===== config.mk =====
export PLATFORM = sky130hd
export DESIGN_NAME = dcs_channel
export DESIGN_NICKNAME = d
export VERILOG_FILES = /design/src/verilog/dcs_pkg.sv /design/src/verilog/dcs_channel.sv
export SDC_FILE = /design/constraint.sdc
export NUM_CORES = 1
export LEC_CHECK = 0
export BUFFER_PORTS_ARGS = -buffer_cell sky130_fd_sc_hd__buf_2
export CAP_MARGIN = 0
export CORE_AREA = 2 2 206 208
export CTS_BUF_LIST = sky130_fd_sc_hd__clkbuf_4 sky130_fd_sc_hd__clkbuf_8
export CTS_CLUSTER_DIAMETER = 80
export CTS_CLUSTER_SIZE = 14
export DETAILED_ROUTE_END_ITERATION = 7
export DIE_AREA = 0 0 208 210
export GPL_TIMING_DRIVEN = 0
export PLACE_DENSITY_LB_ADDON = 0.12
export REMOVE_ABC_BUFFERS = 1
export SLEW_MARGIN = 20
export SYNTH_ARGS = -nofsm -noshare
export SYNTH_HDL_FRONTEND = slang
export SYNTH_SLANG_ARGS = --single-unit

===== constraint.sdc =====
create_clock -name ref_clk -period 14.4 [get_ports ref_clk]
set_input_delay 2.88 -clock ref_clk [delete_from_list [all_inputs] [get_ports ref_clk]]
set_output_delay 2.88 -clock ref_clk [all_outputs]
set_load 0.05 [all_outputs]

===== src/verilog/dcs_pkg.sv =====
// constants, register map and carrier types for the channel size and pointer block
// assumes a single 250 MHz clock and an AXI4-Lite register port
`default_nettype none
package dcs_pkg;
	localparam int ADDR_W = 32;
	localparam int DATA_W = 32;

	// register byte offsets
	localparam logic [ADDR_W-1:0] OFS_CTRL = 32'h0000_0000;
	localparam logic [ADDR_W-1:0] OFS_STATUS = 32'h0000_0004;
	localparam logic [ADDR_W-1:0] OFS_SRC_START = 32'h0000_0008;
	localparam logic [ADDR_W-1:0] OFS_DST_START = 32'h0000_000C;
	localparam logic [ADDR_W-1:0] OFS_SRC_LENGTH = 32'h0000_0010;
	localparam logic [ADDR_W-1:0] OFS_DST_LENGTH = 32'h0000_0014;
	localparam logic [ADDR_W-1:0] OFS_SRC_INDEX = 32'h0000_0018;
	localparam logic [ADDR_W-1:0] OFS_DST_INDEX = 32'h0000_001C;
	localparam logic [ADDR_W-1:0] OFS_CELL_LENGTH = 32'h0000_0020;
	localparam logic [ADDR_W-1:0] OFS_CELL_PROGRESS = 32'h0000_0024;
	localparam logic [ADDR_W-1:0] OFS_MATCH_BYTE = 32'h0000_0028;

	// control register fields
	localparam int CTRL_ENABLE_BIT = 0;
	localparam int CTRL_MATCH_EN_BIT = 1;
	// status register fields
	localparam int STATUS_BUSY_BIT = 0;

	// reset values
	localparam logic [7:0] LENGTH_RST = 8'h00;
	localparam logic [7:0] INDEX_RST = 8'h00;
	localparam logic [7:0] MATCH_RST = 8'h00;
	localparam logic [31:0] START_RST = 32'h0000_0000;
	localparam logic [8:0] FULL_LENGTH = 9'h100;

	// AXI4-Lite response codes
	localparam logic [1:0] RESP_OKAY = 2'h0;
	localparam logic [1:0] RESP_SLVERR = 2'h2;

	typedef struct packed {
		logic awvalid;
		logic [ADDR_W-1:0] awaddr;
		logic wvalid;
		logic [DATA_W-1:0] wdata;
		logic [3:0] wstrb;
		logic bready;
		logic arvalid;
		logic [ADDR_W-1:0] araddr;
		logic rready;
	} dcs_axil_req_t;

	typedef struct packed {
		logic awready;
		logic wready;
		logic bvalid;
		logic [1:0] bresp;
		logic arready;
		logic rvalid;
		logic [DATA_W-1:0] rdata;
		logic [1:0] rresp;
	} dcs_axil_rsp_t;

	// byte-wide memory port toward the system bus
	typedef struct packed {
		logic rd_valid;
		logic [31:0] rd_addr;
		logic wr_valid;
		logic [31:0] wr_addr;
		logic [7:0] wr_data;
	} dcs_mem_req_t;

	typedef struct packed {
		logic rd_ready;
		logic rdata_valid;
		logic [7:0] rdata;
		logic wr_ready;
	} dcs_mem_rsp_t;

	typedef enum logic [1:0] {
		ST_IDLE,
		ST_READ,
		ST_RWAIT,
		ST_WRITE
	} dcs_state_t;
endpackage
`default_nettype wire


===== src/verilog/dcs_channel.sv =====
// one byte-moving channel with its size, index, cell and match registers
// assumes one clock, a synchronous active-high reset, AXI4-Lite from software
// and a byte-wide memory port whose reads answer after the address is taken
//
// Summary of operation
// - destination length is 8 bits writable; 0 means 256 bytes.
// - source index is 8 bits, read-only, zero at reset.
// - destination index is 8 bits, read-only, zero at reset.
// - cell length is 8 bits writable; bytes per event, 0 means 256.
// - cell progress counts bytes moved since the last trigger, zero at reset.
// - with match mode on, a match clears source index and cell progress.
// - match byte ends the transfer on equality only in match mode.
// - block length is the larger of source and destination lengths.
// - a cell never exceeds the block; indices wrap at their own lengths.
// - writing a start address clears the matching index.
//
// Local design decisions: the AXI4-Lite slave port and the placing of the registers.
`timescale 1ns/10ps
`default_nettype none
module dcs_channel (
	input wire logic ref_clk,
	input wire logic sys_rst,
	input wire dcs_pkg::dcs_axil_req_t axil_req,
	output var dcs_pkg::dcs_axil_rsp_t axil_rsp,
	input wire logic cell_trigger,
	output var dcs_pkg::dcs_mem_req_t mem_req,
	input wire dcs_pkg::dcs_mem_rsp_t mem_rsp,
	output logic busy,
	output logic cell_done,
	output logic block_done,
	output logic match_hit
);
	import dcs_pkg::*;

	logic enable_q, match_en_q;
	logic [31:0] src_start_q, dst_start_q;
	logic [7:0] src_len_q, dst_len_q, cell_len_q, match_q;
	logic [7:0] src_idx_q, dst_idx_q;
	logic [8:0] cell_cnt_q, block_cnt_q;
	dcs_state_t state_q;
	logic [31:0] rd_addr_q, wr_addr_q;
	logic [7:0] wr_data_q;
	logic cell_done_q, block_done_q, match_hit_q;

	// bus slave state
	logic aw_have_q, w_have_q, bvalid_q, rvalid_q;
	logic [31:0] aw_addr_q, w_data_q, rdata_q;
	logic [3:0] w_strb_q;
	logic [1:0] bresp_q, rresp_q;

	logic aw_fire, w_fire, wr_go, ar_fire;
	logic [31:0] wr_addr, wr_data;
	logic [3:0] wr_strb;

	// merge bytes of a write with the old value under the strobes
	function automatic logic [31:0] merge(input logic [31:0] old, input logic [31:0] nv,
			input logic [3:0] strb);
		logic [31:0] r;
		r = old;
		for (int i = 0; i < 4; i++) begin
			if (strb[i]) begin
				r[i*8 +: 8] = nv[i*8 +: 8];
			end
		end
		return r;
	endfunction

	// zero-means-256 length decode
	function automatic logic [8:0] len9(input logic [7:0] v);
		return (v == 8'h00) ? FULL_LENGTH : {1'b0, v};
	endfunction

	// write channel handshakes: address and data are taken in either order
	assign axil_rsp.awready = !aw_have_q && !bvalid_q;
	assign axil_rsp.wready = !w_have_q && !bvalid_q;
	assign aw_fire = axil_req.awvalid && axil_rsp.awready;
	assign w_fire = axil_req.wvalid && axil_rsp.wready;
	assign wr_go = (aw_have_q || aw_fire) && (w_have_q || w_fire);
	assign wr_addr = aw_have_q ? aw_addr_q : axil_req.awaddr;
	assign wr_data = w_have_q ? w_data_q : axil_req.wdata;
	assign wr_strb = w_have_q ? w_strb_q : axil_req.wstrb;
	assign axil_rsp.bvalid = bvalid_q;
	assign axil_rsp.bresp = bresp_q;
	assign axil_rsp.arready = !rvalid_q;
	assign ar_fire = axil_req.arvalid && axil_rsp.arready;
	assign axil_rsp.rvalid = rvalid_q;
	assign axil_rsp.rdata = rdata_q;
	assign axil_rsp.rresp = rresp_q;

	// per-register write strobes
	logic wr_ctrl, wr_src_start, wr_dst_start, wr_src_len, wr_dst_len;
	logic wr_cell_len, wr_match, wr_mapped;
	assign wr_ctrl = wr_go && (wr_addr == OFS_CTRL);
	assign wr_src_start = wr_go && (wr_addr == OFS_SRC_START);
	assign wr_dst_start = wr_go && (wr_addr == OFS_DST_START);
	assign wr_src_len = wr_go && (wr_addr == OFS_SRC_LENGTH);
	assign wr_dst_len = wr_go && (wr_addr == OFS_DST_LENGTH);
	assign wr_cell_len = wr_go && (wr_addr == OFS_CELL_LENGTH);
	assign wr_match = wr_go && (wr_addr == OFS_MATCH_BYTE);
	// read-only accept
	// read-only registers answer OKAY and keep their value
	assign wr_mapped = (wr_addr == OFS_CTRL) || (wr_addr == OFS_STATUS)
		|| (wr_addr == OFS_SRC_START) || (wr_addr == OFS_DST_START)
		|| (wr_addr == OFS_SRC_LENGTH) || (wr_addr == OFS_DST_LENGTH)
		|| (wr_addr == OFS_SRC_INDEX) || (wr_addr == OFS_DST_INDEX)
		|| (wr_addr == OFS_CELL_LENGTH) || (wr_addr == OFS_CELL_PROGRESS)
		|| (wr_addr == OFS_MATCH_BYTE);

	// datapath terms for the byte mover
	logic byte_done, block_last, cell_last, match_now, start;
	logic [8:0] blk_len, cell_lim, src_inc, dst_inc;
	logic [7:0] src_idx_nx, dst_idx_nx;
	assign byte_done = (state_q == ST_WRITE) && mem_rsp.wr_ready;
	assign blk_len = (len9(src_len_q) > len9(dst_len_q)) ? len9(src_len_q) : len9(dst_len_q);
	assign cell_lim = (len9(cell_len_q) > blk_len) ? blk_len : len9(cell_len_q);
	assign block_last = byte_done && (9'(block_cnt_q + 9'h001) == blk_len);
	assign cell_last = byte_done && (9'(cell_cnt_q + 9'h001) == cell_lim);
	// compare in mode
	// the pattern is ignored unless match mode is on
	assign match_now = byte_done && match_en_q && (wr_data_q == match_q);
	assign start = (state_q == ST_IDLE) && cell_trigger && enable_q;
	assign src_inc = 9'({1'b0, src_idx_q} + 9'h001);
	assign dst_inc = 9'({1'b0, dst_idx_q} + 9'h001);
	assign src_idx_nx = (src_inc == len9(src_len_q)) ? INDEX_RST : src_inc[7:0];
	assign dst_idx_nx = (dst_inc == len9(dst_len_q)) ? INDEX_RST : dst_inc[7:0];

	// bus write side: hold halves, apply the write, post the response
	always_ff @(posedge ref_clk) begin
		if (sys_rst) begin
			aw_have_q <= 1'b0;
			w_have_q <= 1'b0;
			aw_addr_q <= 32'h0000_0000;
			w_data_q <= 32'h0000_0000;
			w_strb_q <= 4'h0;
			bvalid_q <= 1'b0;
			bresp_q <= RESP_OKAY;
		end else begin
			if (wr_go) begin
				aw_have_q <= 1'b0;
				w_have_q <= 1'b0;
				bvalid_q <= 1'b1;
				bresp_q <= wr_mapped ? RESP_OKAY : RESP_SLVERR;
			end else begin
				if (aw_fire) begin
					aw_have_q <= 1'b1;
					aw_addr_q <= axil_req.awaddr;
				end
				if (w_fire) begin
					w_have_q <= 1'b1;
					w_data_q <= axil_req.wdata;
					w_strb_q <= axil_req.wstrb;
				end
				if (bvalid_q && axil_req.bready) begin
					bvalid_q <= 1'b0;
				end
			end
		end
	end

	// bus read side: one cycle from address to data
	always_ff @(posedge ref_clk) begin
		if (sys_rst) begin
			rvalid_q <= 1'b0;
			rdata_q <= 32'h0000_0000;
			rresp_q <= RESP_OKAY;
		end else if (ar_fire) begin
			rvalid_q <= 1'b1;
			rresp_q <= RESP_OKAY;
			// upper zero
			// upper bits of the byte-wide registers read as zero
			case (axil_req.araddr)
				OFS_CTRL: rdata_q <= 32'({match_en_q, enable_q});
				OFS_STATUS: rdata_q <= 32'(state_q != ST_IDLE);
				OFS_SRC_START: rdata_q <= src_start_q;
				OFS_DST_START: rdata_q <= dst_start_q;
				OFS_SRC_LENGTH: rdata_q <= {24'h000000, src_len_q};
				OFS_DST_LENGTH: rdata_q <= {24'h000000, dst_len_q};
				OFS_SRC_INDEX: rdata_q <= {24'h000000, src_idx_q};
				OFS_DST_INDEX: rdata_q <= {24'h000000, dst_idx_q};
				OFS_CELL_LENGTH: rdata_q <= {24'h000000, cell_len_q};
				OFS_CELL_PROGRESS: rdata_q <= {24'h000000, cell_cnt_q[7:0]};
				OFS_MATCH_BYTE: rdata_q <= {24'h000000, match_q};
				default: begin
					rdata_q <= 32'h0000_0000;
					rresp_q <= RESP_SLVERR;
				end
			endcase
		end else if (rvalid_q && axil_req.rready) begin
			rvalid_q <= 1'b0;
		end
	end

	// software-writable configuration
	always_ff @(posedge ref_clk) begin
		if (sys_rst) begin
			src_start_q <= START_RST;
			dst_start_q <= START_RST;
			src_len_q <= LENGTH_RST;
			dst_len_q <= LENGTH_RST;
			cell_len_q <= LENGTH_RST;
			match_q <= MATCH_RST;
		end else begin
			if (wr_src_start) begin
				src_start_q <= merge(src_start_q, wr_data, wr_strb);
			end
			if (wr_dst_start) begin
				dst_start_q <= merge(dst_start_q, wr_data, wr_strb);
			end
			if (wr_src_len && wr_strb[0]) begin
				src_len_q <= wr_data[7:0];
			end
			if (wr_dst_len && wr_strb[0]) begin
				dst_len_q <= wr_data[7:0];
			end
			if (wr_cell_len && wr_strb[0]) begin
				cell_len_q <= wr_data[7:0];
			end
			if (wr_match && wr_strb[0]) begin
				match_q <= wr_data[7:0];
			end
		end
	end

	// control: hardware drops enable at block end or match, unless software writes it now
	always_ff @(posedge ref_clk) begin
		if (sys_rst) begin
			enable_q <= 1'b0;
			match_en_q <= 1'b0;
		end else if (wr_ctrl && wr_strb[0]) begin
			enable_q <= wr_data[CTRL_ENABLE_BIT];
			match_en_q <= wr_data[CTRL_MATCH_EN_BIT];
		end else if (block_last || match_now) begin
			enable_q <= 1'b0;
		end
	end

	// source index
	always_ff @(posedge ref_clk) begin
		if (sys_rst) begin
			src_idx_q <= INDEX_RST;
		end else if (wr_src_start) begin
			src_idx_q <= INDEX_RST;
		end else if (block_last || match_now) begin
			src_idx_q <= INDEX_RST;
		end else if (byte_done) begin
			src_idx_q <= src_idx_nx;
		end
	end

	// destination index
	always_ff @(posedge ref_clk) begin
		if (sys_rst) begin
			dst_idx_q <= INDEX_RST;
		end else if (wr_dst_start) begin
			dst_idx_q <= INDEX_RST;
		end else if (block_last) begin
			dst_idx_q <= INDEX_RST;
		end else if (byte_done) begin
			dst_idx_q <= dst_idx_nx;
		end
	end

	// cell progress and block count; nine bits so a full 256 cell is seen
	always_ff @(posedge ref_clk) begin
		if (sys_rst) begin
			cell_cnt_q <= 9'h000;
			block_cnt_q <= 9'h000;
		end else begin
			if (start || match_now) begin
				cell_cnt_q <= 9'h000;
			end else if (byte_done) begin
				cell_cnt_q <= 9'(cell_cnt_q + 9'h001);
			end
			if (block_last || match_now || wr_src_start || wr_dst_start) begin
				block_cnt_q <= 9'h000;
			end else if (byte_done) begin
				block_cnt_q <= 9'(block_cnt_q + 9'h001);
			end
		end
	end

	// mover sequence: read one byte, write it, repeat until cell, block or match ends
	always_ff @(posedge ref_clk) begin
		if (sys_rst) begin
			state_q <= ST_IDLE;
			rd_addr_q <= 32'h0000_0000;
			wr_addr_q <= 32'h0000_0000;
			wr_data_q <= 8'h00;
		end else begin
			case (state_q)
				ST_IDLE: begin
					if (start) begin
						state_q <= ST_READ;
						rd_addr_q <= 32'(src_start_q + {24'h000000, src_idx_q});
					end
				end
				ST_READ: begin
					if (mem_rsp.rd_ready) begin
						state_q <= ST_RWAIT;
					end
				end
				ST_RWAIT: begin
					if (mem_rsp.rdata_valid) begin
						state_q <= ST_WRITE;
						wr_data_q <= mem_rsp.rdata;
						wr_addr_q <= 32'(dst_start_q + {24'h000000, dst_idx_q});
					end
				end
				ST_WRITE: begin
					if (byte_done) begin
						if (cell_last || block_last || match_now) begin
							state_q <= ST_IDLE;
						end else begin
							state_q <= ST_READ;
							rd_addr_q <= 32'(src_start_q + {24'h000000, src_idx_nx});
						end
					end
				end
				default: state_q <= ST_IDLE;
			endcase
		end
	end

	// one-cycle event pulses for the surrounding controller
	always_ff @(posedge ref_clk) begin
		if (sys_rst) begin
			cell_done_q <= 1'b0;
			block_done_q <= 1'b0;
			match_hit_q <= 1'b0;
		end else begin
			cell_done_q <= cell_last;
			block_done_q <= block_last;
			match_hit_q <= match_now;
		end
	end

	// memory port; valids decode the state, payload comes from flops
	assign mem_req.rd_valid = (state_q == ST_READ);
	assign mem_req.rd_addr = rd_addr_q;
	assign mem_req.wr_valid = (state_q == ST_WRITE);
	assign mem_req.wr_addr = wr_addr_q;
	assign mem_req.wr_data = wr_data_q;
	assign busy = (state_q != ST_IDLE);
	assign cell_done = cell_done_q;
	assign block_done = block_done_q;
	assign match_hit = match_hit_q;
endmodule
`default_nettype wire


==> flow_summary_export.csv <==
group,metric,value,unit
route,drt-wirelength-per-cell,19.2,um
logic_synthesis,ys.warnings.count,0,
clocking,postCtsSetupRepairBufs,0,
cells_and_area,nets,2252,
critical_path,crit_path_top_delay_cell,"sky130_fd_sc_hd__or4_1",
global_route,grt_first_pass_wirelength,78.4,mm
clocking,cts_num_sinks,315,
cells_and_area,final_layout_size_suffix_gt1_share,16.7,%
place,place.detailed.hpwl,37.4,mm
critical_path,crit_path_max_incr_delay,600,ps
power_and_ir_drop,total_switching_power,0.605,mW
critical_path,worstSetupStartpointType,"flip-flop",
critical_path,path_cells,"or4_1 -> nor2_4 -> ha_1 -> a21oi_1 -> o21ai_2 -> o21ai_1 -> or2_1 -> mux2i_1 -> ha_1 -> o211a_1 -> o31ai_2 -> nand4_1 -> and2_1 -> a31oi_2 -> xnor2_1 -> or4_4 -> nor4_4 -> o41ai_4 -> buf_6 -> buf_4 -> a21oi_1 -> a211oi_2",
timing,hold_violations,0,
route,drt_first_iter_violations,922,
timing,timing_max_transition_violations_final,0,
power_and_ir_drop,ir_worst_vdd,67.8,uV
logic_synthesis,netlist_top_cells_area,"sky130_fd_sc_hd__dfxtp_1, sky130_fd_sc_hd__nor2_1, sky130_fd_sc_hd__a21oi_1, sky130_fd_sc_hd__mux2i_1, sky130_fd_sc_hd__nand2_1",
critical_path,path_buf_inv,2,
global_route,antenna_found_initial,11,
global_route,first_global_vias,13400,
die,fp-row-count,75,
clocking,resize_count_post_cts,0,
global_route,global_route.usage.total,22.6,%
cells_and_area,ff_latch_area,0.00631,sq mm
power_and_ir_drop,total_leakage_power,6.52,nW
route,remaining_routing_drc_violations,0,
critical_path,cp_top_family,"simple AND/OR/NAND/NOR gates",
timing,finalCritPeriodShare,46.4,%
timing,achievable-frequency,150,MHz
power_and_ir_drop,power.density_cell_area,99.1,mW/mm^2
logic_synthesis,avgSynthCellArea,8.22,sq um
logic_synthesis,syn-instance-count,1948,
logic_synthesis,synthesized_flop_and_latch_total,315,
clocking,clk-insertion-delay-late,640,ps
route,routed_wl,50.6,mm
power_and_ir_drop,combinationalPowerShare,21.4,%
power_and_ir_drop,clockPowerShare,26.1,%
clocking,tritoncts,"done",
timing,unrepaired_setup_endpoints_after_global_routing,"false",
die,dieHeight,210,um
die,initial_core_util,38.6,%
route,via_count,14400,
timing,timing.clock.skew,47.0,ps
critical_path,crit_arrival,7170,ps
timing,timing.final.crit_period,6680,ps
hold_path,hold_path.class,"reg -> reg",
place,port_buffers,235,
logic_synthesis,yosys.cell_count.top_type,"sky130_fd_sc_hd__dfxtp_1",
timing,worst_slew_pin_slew,1050,ps
die,core-area,0.0415,sq mm
clocking,cts.htree.levels,1,
power_and_ir_drop,cell_internal_pwr,1.19,mW
place,gp_congestion,0.943,
die,io_pins,238,
logic_synthesis,yosysUniqueCellTypes,74,
clocking,clockRootBuffer,"sky130_fd_sc_hd__clkbuf_8",
logic_synthesis,synthFlopType,"sky130_fd_sc_hd__dfxtp_1",
critical_path,endpoint_kind,"flip-flop",
critical_path,critPathMaxFanout,13,
global_route,grt_max_degree,100,
die,dieArea,0.0437,sq mm
logic_synthesis,async_flop_share,0,%
cells_and_area,area_of_the_multi_input_gates,0.00908,sq mm
route,drt-vias-per-instance,5.45,
critical_path,critPathKind,"reg -> reg",
cells_and_area,final_core_utilization,43.6,%
run_status,status,"finished clean",
clocking,number_of_cts_inserted_buffers,26,
route,drt_pre_antenna_iters,8,
cells_and_area,areaGrowthSynthToFinish,13.0,%
route,detail-route-antenna-nets,0,
flow_run,timing.max_cap.violations,0,
clocking,clkTransAtPathRegs,100,ps
timing,fin_tns_setup,0,ps
power_and_ir_drop,seqPwrFrac,52.5,%
critical_path,worstPathRequired,14890,ps
power_and_ir_drop,netSwitchingFraction,33.7,%
timing,final-setup-viol-count,0,
logic_synthesis,synth_top_area_cell,"sky130_fd_sc_hd__dfxtp_1",
logic_synthesis,synth-edff-count,0,
die,chipWidth,208,um
logic_synthesis,synth_commonest_cells,"sky130_fd_sc_hd__dfxtp_1, sky130_fd_sc_hd__nor2_1, sky130_fd_sc_hd__nand2_1",
timing,timing.slew.headroom,29.5,%
logic_synthesis,syn-cell-area,0.0160,sq mm
cells_and_area,filler_cell_count,4293,
logic_synthesis,top_area_cell_type_share_of_the_netlist_area,39.4,%
global_route,grt.overflow.total,0,
hold_path,hold_path.startpoint,"wr_addr_q[7]",
logic_synthesis,synth-seq-area-share,39.4,%
critical_path,worstSetupStartpoint,"src_len_q[7]",
clocking,cts.path.max_buffers,3,
clocking,postCtsHoldBufs,0,
critical_path,crit-reg2reg-launch,"src_len_q[7]",
## path summary, 6_finish.rpt
kind | slack [ps] | cells after the start | to
setup / recovery | 7720 | 22 | rd_addr_q[15]
hold / removal | 460 | 2 | wr_addr_q[7]
setup reg to reg | 7720 | 22 | rd_addr_q[15]
hold reg to reg | 460 | 2 | wr_addr_q[7]
## area by class of cell
class	instances	share of cell area [%]
timing repair buffer	250	8.13
clock inverter	2	0.0968
clock buffer	28	2.06
sequential	315	34.9
inverter	42	0.871
antenna	6	0.0829
multi-input combinational	1454	50.2
tap	539	3.73
## state kept, by name, indices dropped and copies added (netlist names), 2 cells and up
name,count
src_idx_q,8
state_q,2
block_cnt_q,9
src_len_q,8
w_data_q,32
wr_data_q,8
wr_addr_q,32
dst_idx_q,8
dst_len_q,8
cell_cnt_q,9
rd_addr_q,32
cell_len_q,8
src_start_q,32
w_strb_q,4
rdata_q,32
aw_addr_q,32
dst_start_q,32
match_q,8
## power groups by stage
stage / Clock [mW] / Sequential [mW] / Combinational [mW]
5_1_grt: 0.521 / 0.947 / 0.413
4_1_cts: 0.492 / 0.943 / 0.387
2_1_floorplan: 0 / 1.05 / 0.159
3_5_place_dp: 0 / 0.963 / 0.386
6_report: 0.468 / 0.942 / 0.384
3_3_place_gp: 0 / 0.963 / 0.373
## worst reg2reg max path, stage by stage, from the launching register on
cell	delay (ps)
sky130_fd_sc_hd__dfxtp_1	410
sky130_fd_sc_hd__or4_1	600
sky130_fd_sc_hd__nor2_4	160
sky130_fd_sc_hd__ha_1	270
sky130_fd_sc_hd__a21oi_1	170
sky130_fd_sc_hd__o21ai_2	100
sky130_fd_sc_hd__o21ai_1	410
sky130_fd_sc_hd__or2_1	300
sky130_fd_sc_hd__mux2i_1	600
sky130_fd_sc_hd__ha_1	370
sky130_fd_sc_hd__o211a_1	240
sky130_fd_sc_hd__o31ai_2	60
sky130_fd_sc_hd__nand4_1	250
sky130_fd_sc_hd__and2_1	310
sky130_fd_sc_hd__a31oi_2	220
sky130_fd_sc_hd__xnor2_1	80
sky130_fd_sc_hd__or4_4	550
sky130_fd_sc_hd__nor4_4	510
sky130_fd_sc_hd__o41ai_4	220
sky130_fd_sc_hd__buf_6	210
sky130_fd_sc_hd__buf_4	200
sky130_fd_sc_hd__a21oi_1	210
sky130_fd_sc_hd__a211oi_2	70
## cells by family after synthesis
| group | Yosys count | synth area share, % |
|---|---|---|
| simple gates | 738 | 20.8 |
| other cells | 1 | 0.0234 |
| compound gates | 431 | 17.9 |
| buf+inv | 180 | 4.49 |
| fa+ha+maj | 44 | 3.53 |
| xor+xnor | 141 | 7.71 |
| mux | 98 | 6.22 |
| flops | 315 | 39.4 |
## layout by cell type (no fill, tap or decap), types with 5 or more instances in the layout
master / count
sky130_fd_sc_hd__a311oi_1: 7
sky130_fd_sc_hd__a211oi_2: 20
sky130_fd_sc_hd__a211oi_1: 71
sky130_fd_sc_hd__nand3_1: 63
sky130_fd_sc_hd__nand2_1: 230
sky130_fd_sc_hd__buf_2: 235
sky130_fd_sc_hd__clkbuf_8: 26
sky130_fd_sc_hd__diode_2: 6
sky130_fd_sc_hd__dfxtp_1: 314
sky130_fd_sc_hd__a41oi_1: 8
sky130_fd_sc_hd__a21oi_1: 189
sky130_fd_sc_hd__o21ai_0: 38
sky130_fd_sc_hd__mux2_2: 10
sky130_fd_sc_hd__or3_1: 12
sky130_fd_sc_hd__nor3_1: 21
sky130_fd_sc_hd__nor3_2: 5
sky130_fd_sc_hd__and2_1: 8
sky130_fd_sc_hd__nor2b_1: 12
sky130_fd_sc_hd__nand4_1: 24
sky130_fd_sc_hd__a22oi_1: 47
sky130_fd_sc_hd__xor2_1: 49
sky130_fd_sc_hd__ha_1: 42
sky130_fd_sc_hd__buf_16: 7
sky130_fd_sc_hd__xnor2_1: 92
sky130_fd_sc_hd__and3_1: 19
sky130_fd_sc_hd__nor4_1: 29
sky130_fd_sc_hd__mux2i_1: 87
sky130_fd_sc_hd__a222oi_1: 8
sky130_fd_sc_hd__a21o_1: 5
sky130_fd_sc_hd__nor2_1: 273
sky130_fd_sc_hd__inv_1: 42
## metal layers
metal  vias up  global-route usage [%]  wire length (um)
met1      6827                    31.5             23500
met3        69                    3.35              2930
li1       7081                       -                 -
met4         6                    5.75              1350
met5         -                       0                46
met2       373                    36.7             22800
## per-stage QoR
step	hold WS (ps)	cells	power, mW	setup WS [ps]	cell area, sq um
final	457	2636	1.79	7720	18100
after global routing	476	2635	1.88	7380	18100
after CTS	458	2630	1.82	7730	18100
after detailed placement	445	2600	1.35	7750	17700
after global placement	438	2585	1.34	5870	17300
after floorplan	427	1811	1.21	8930	15500
Power figures use the tool's default switching activity.
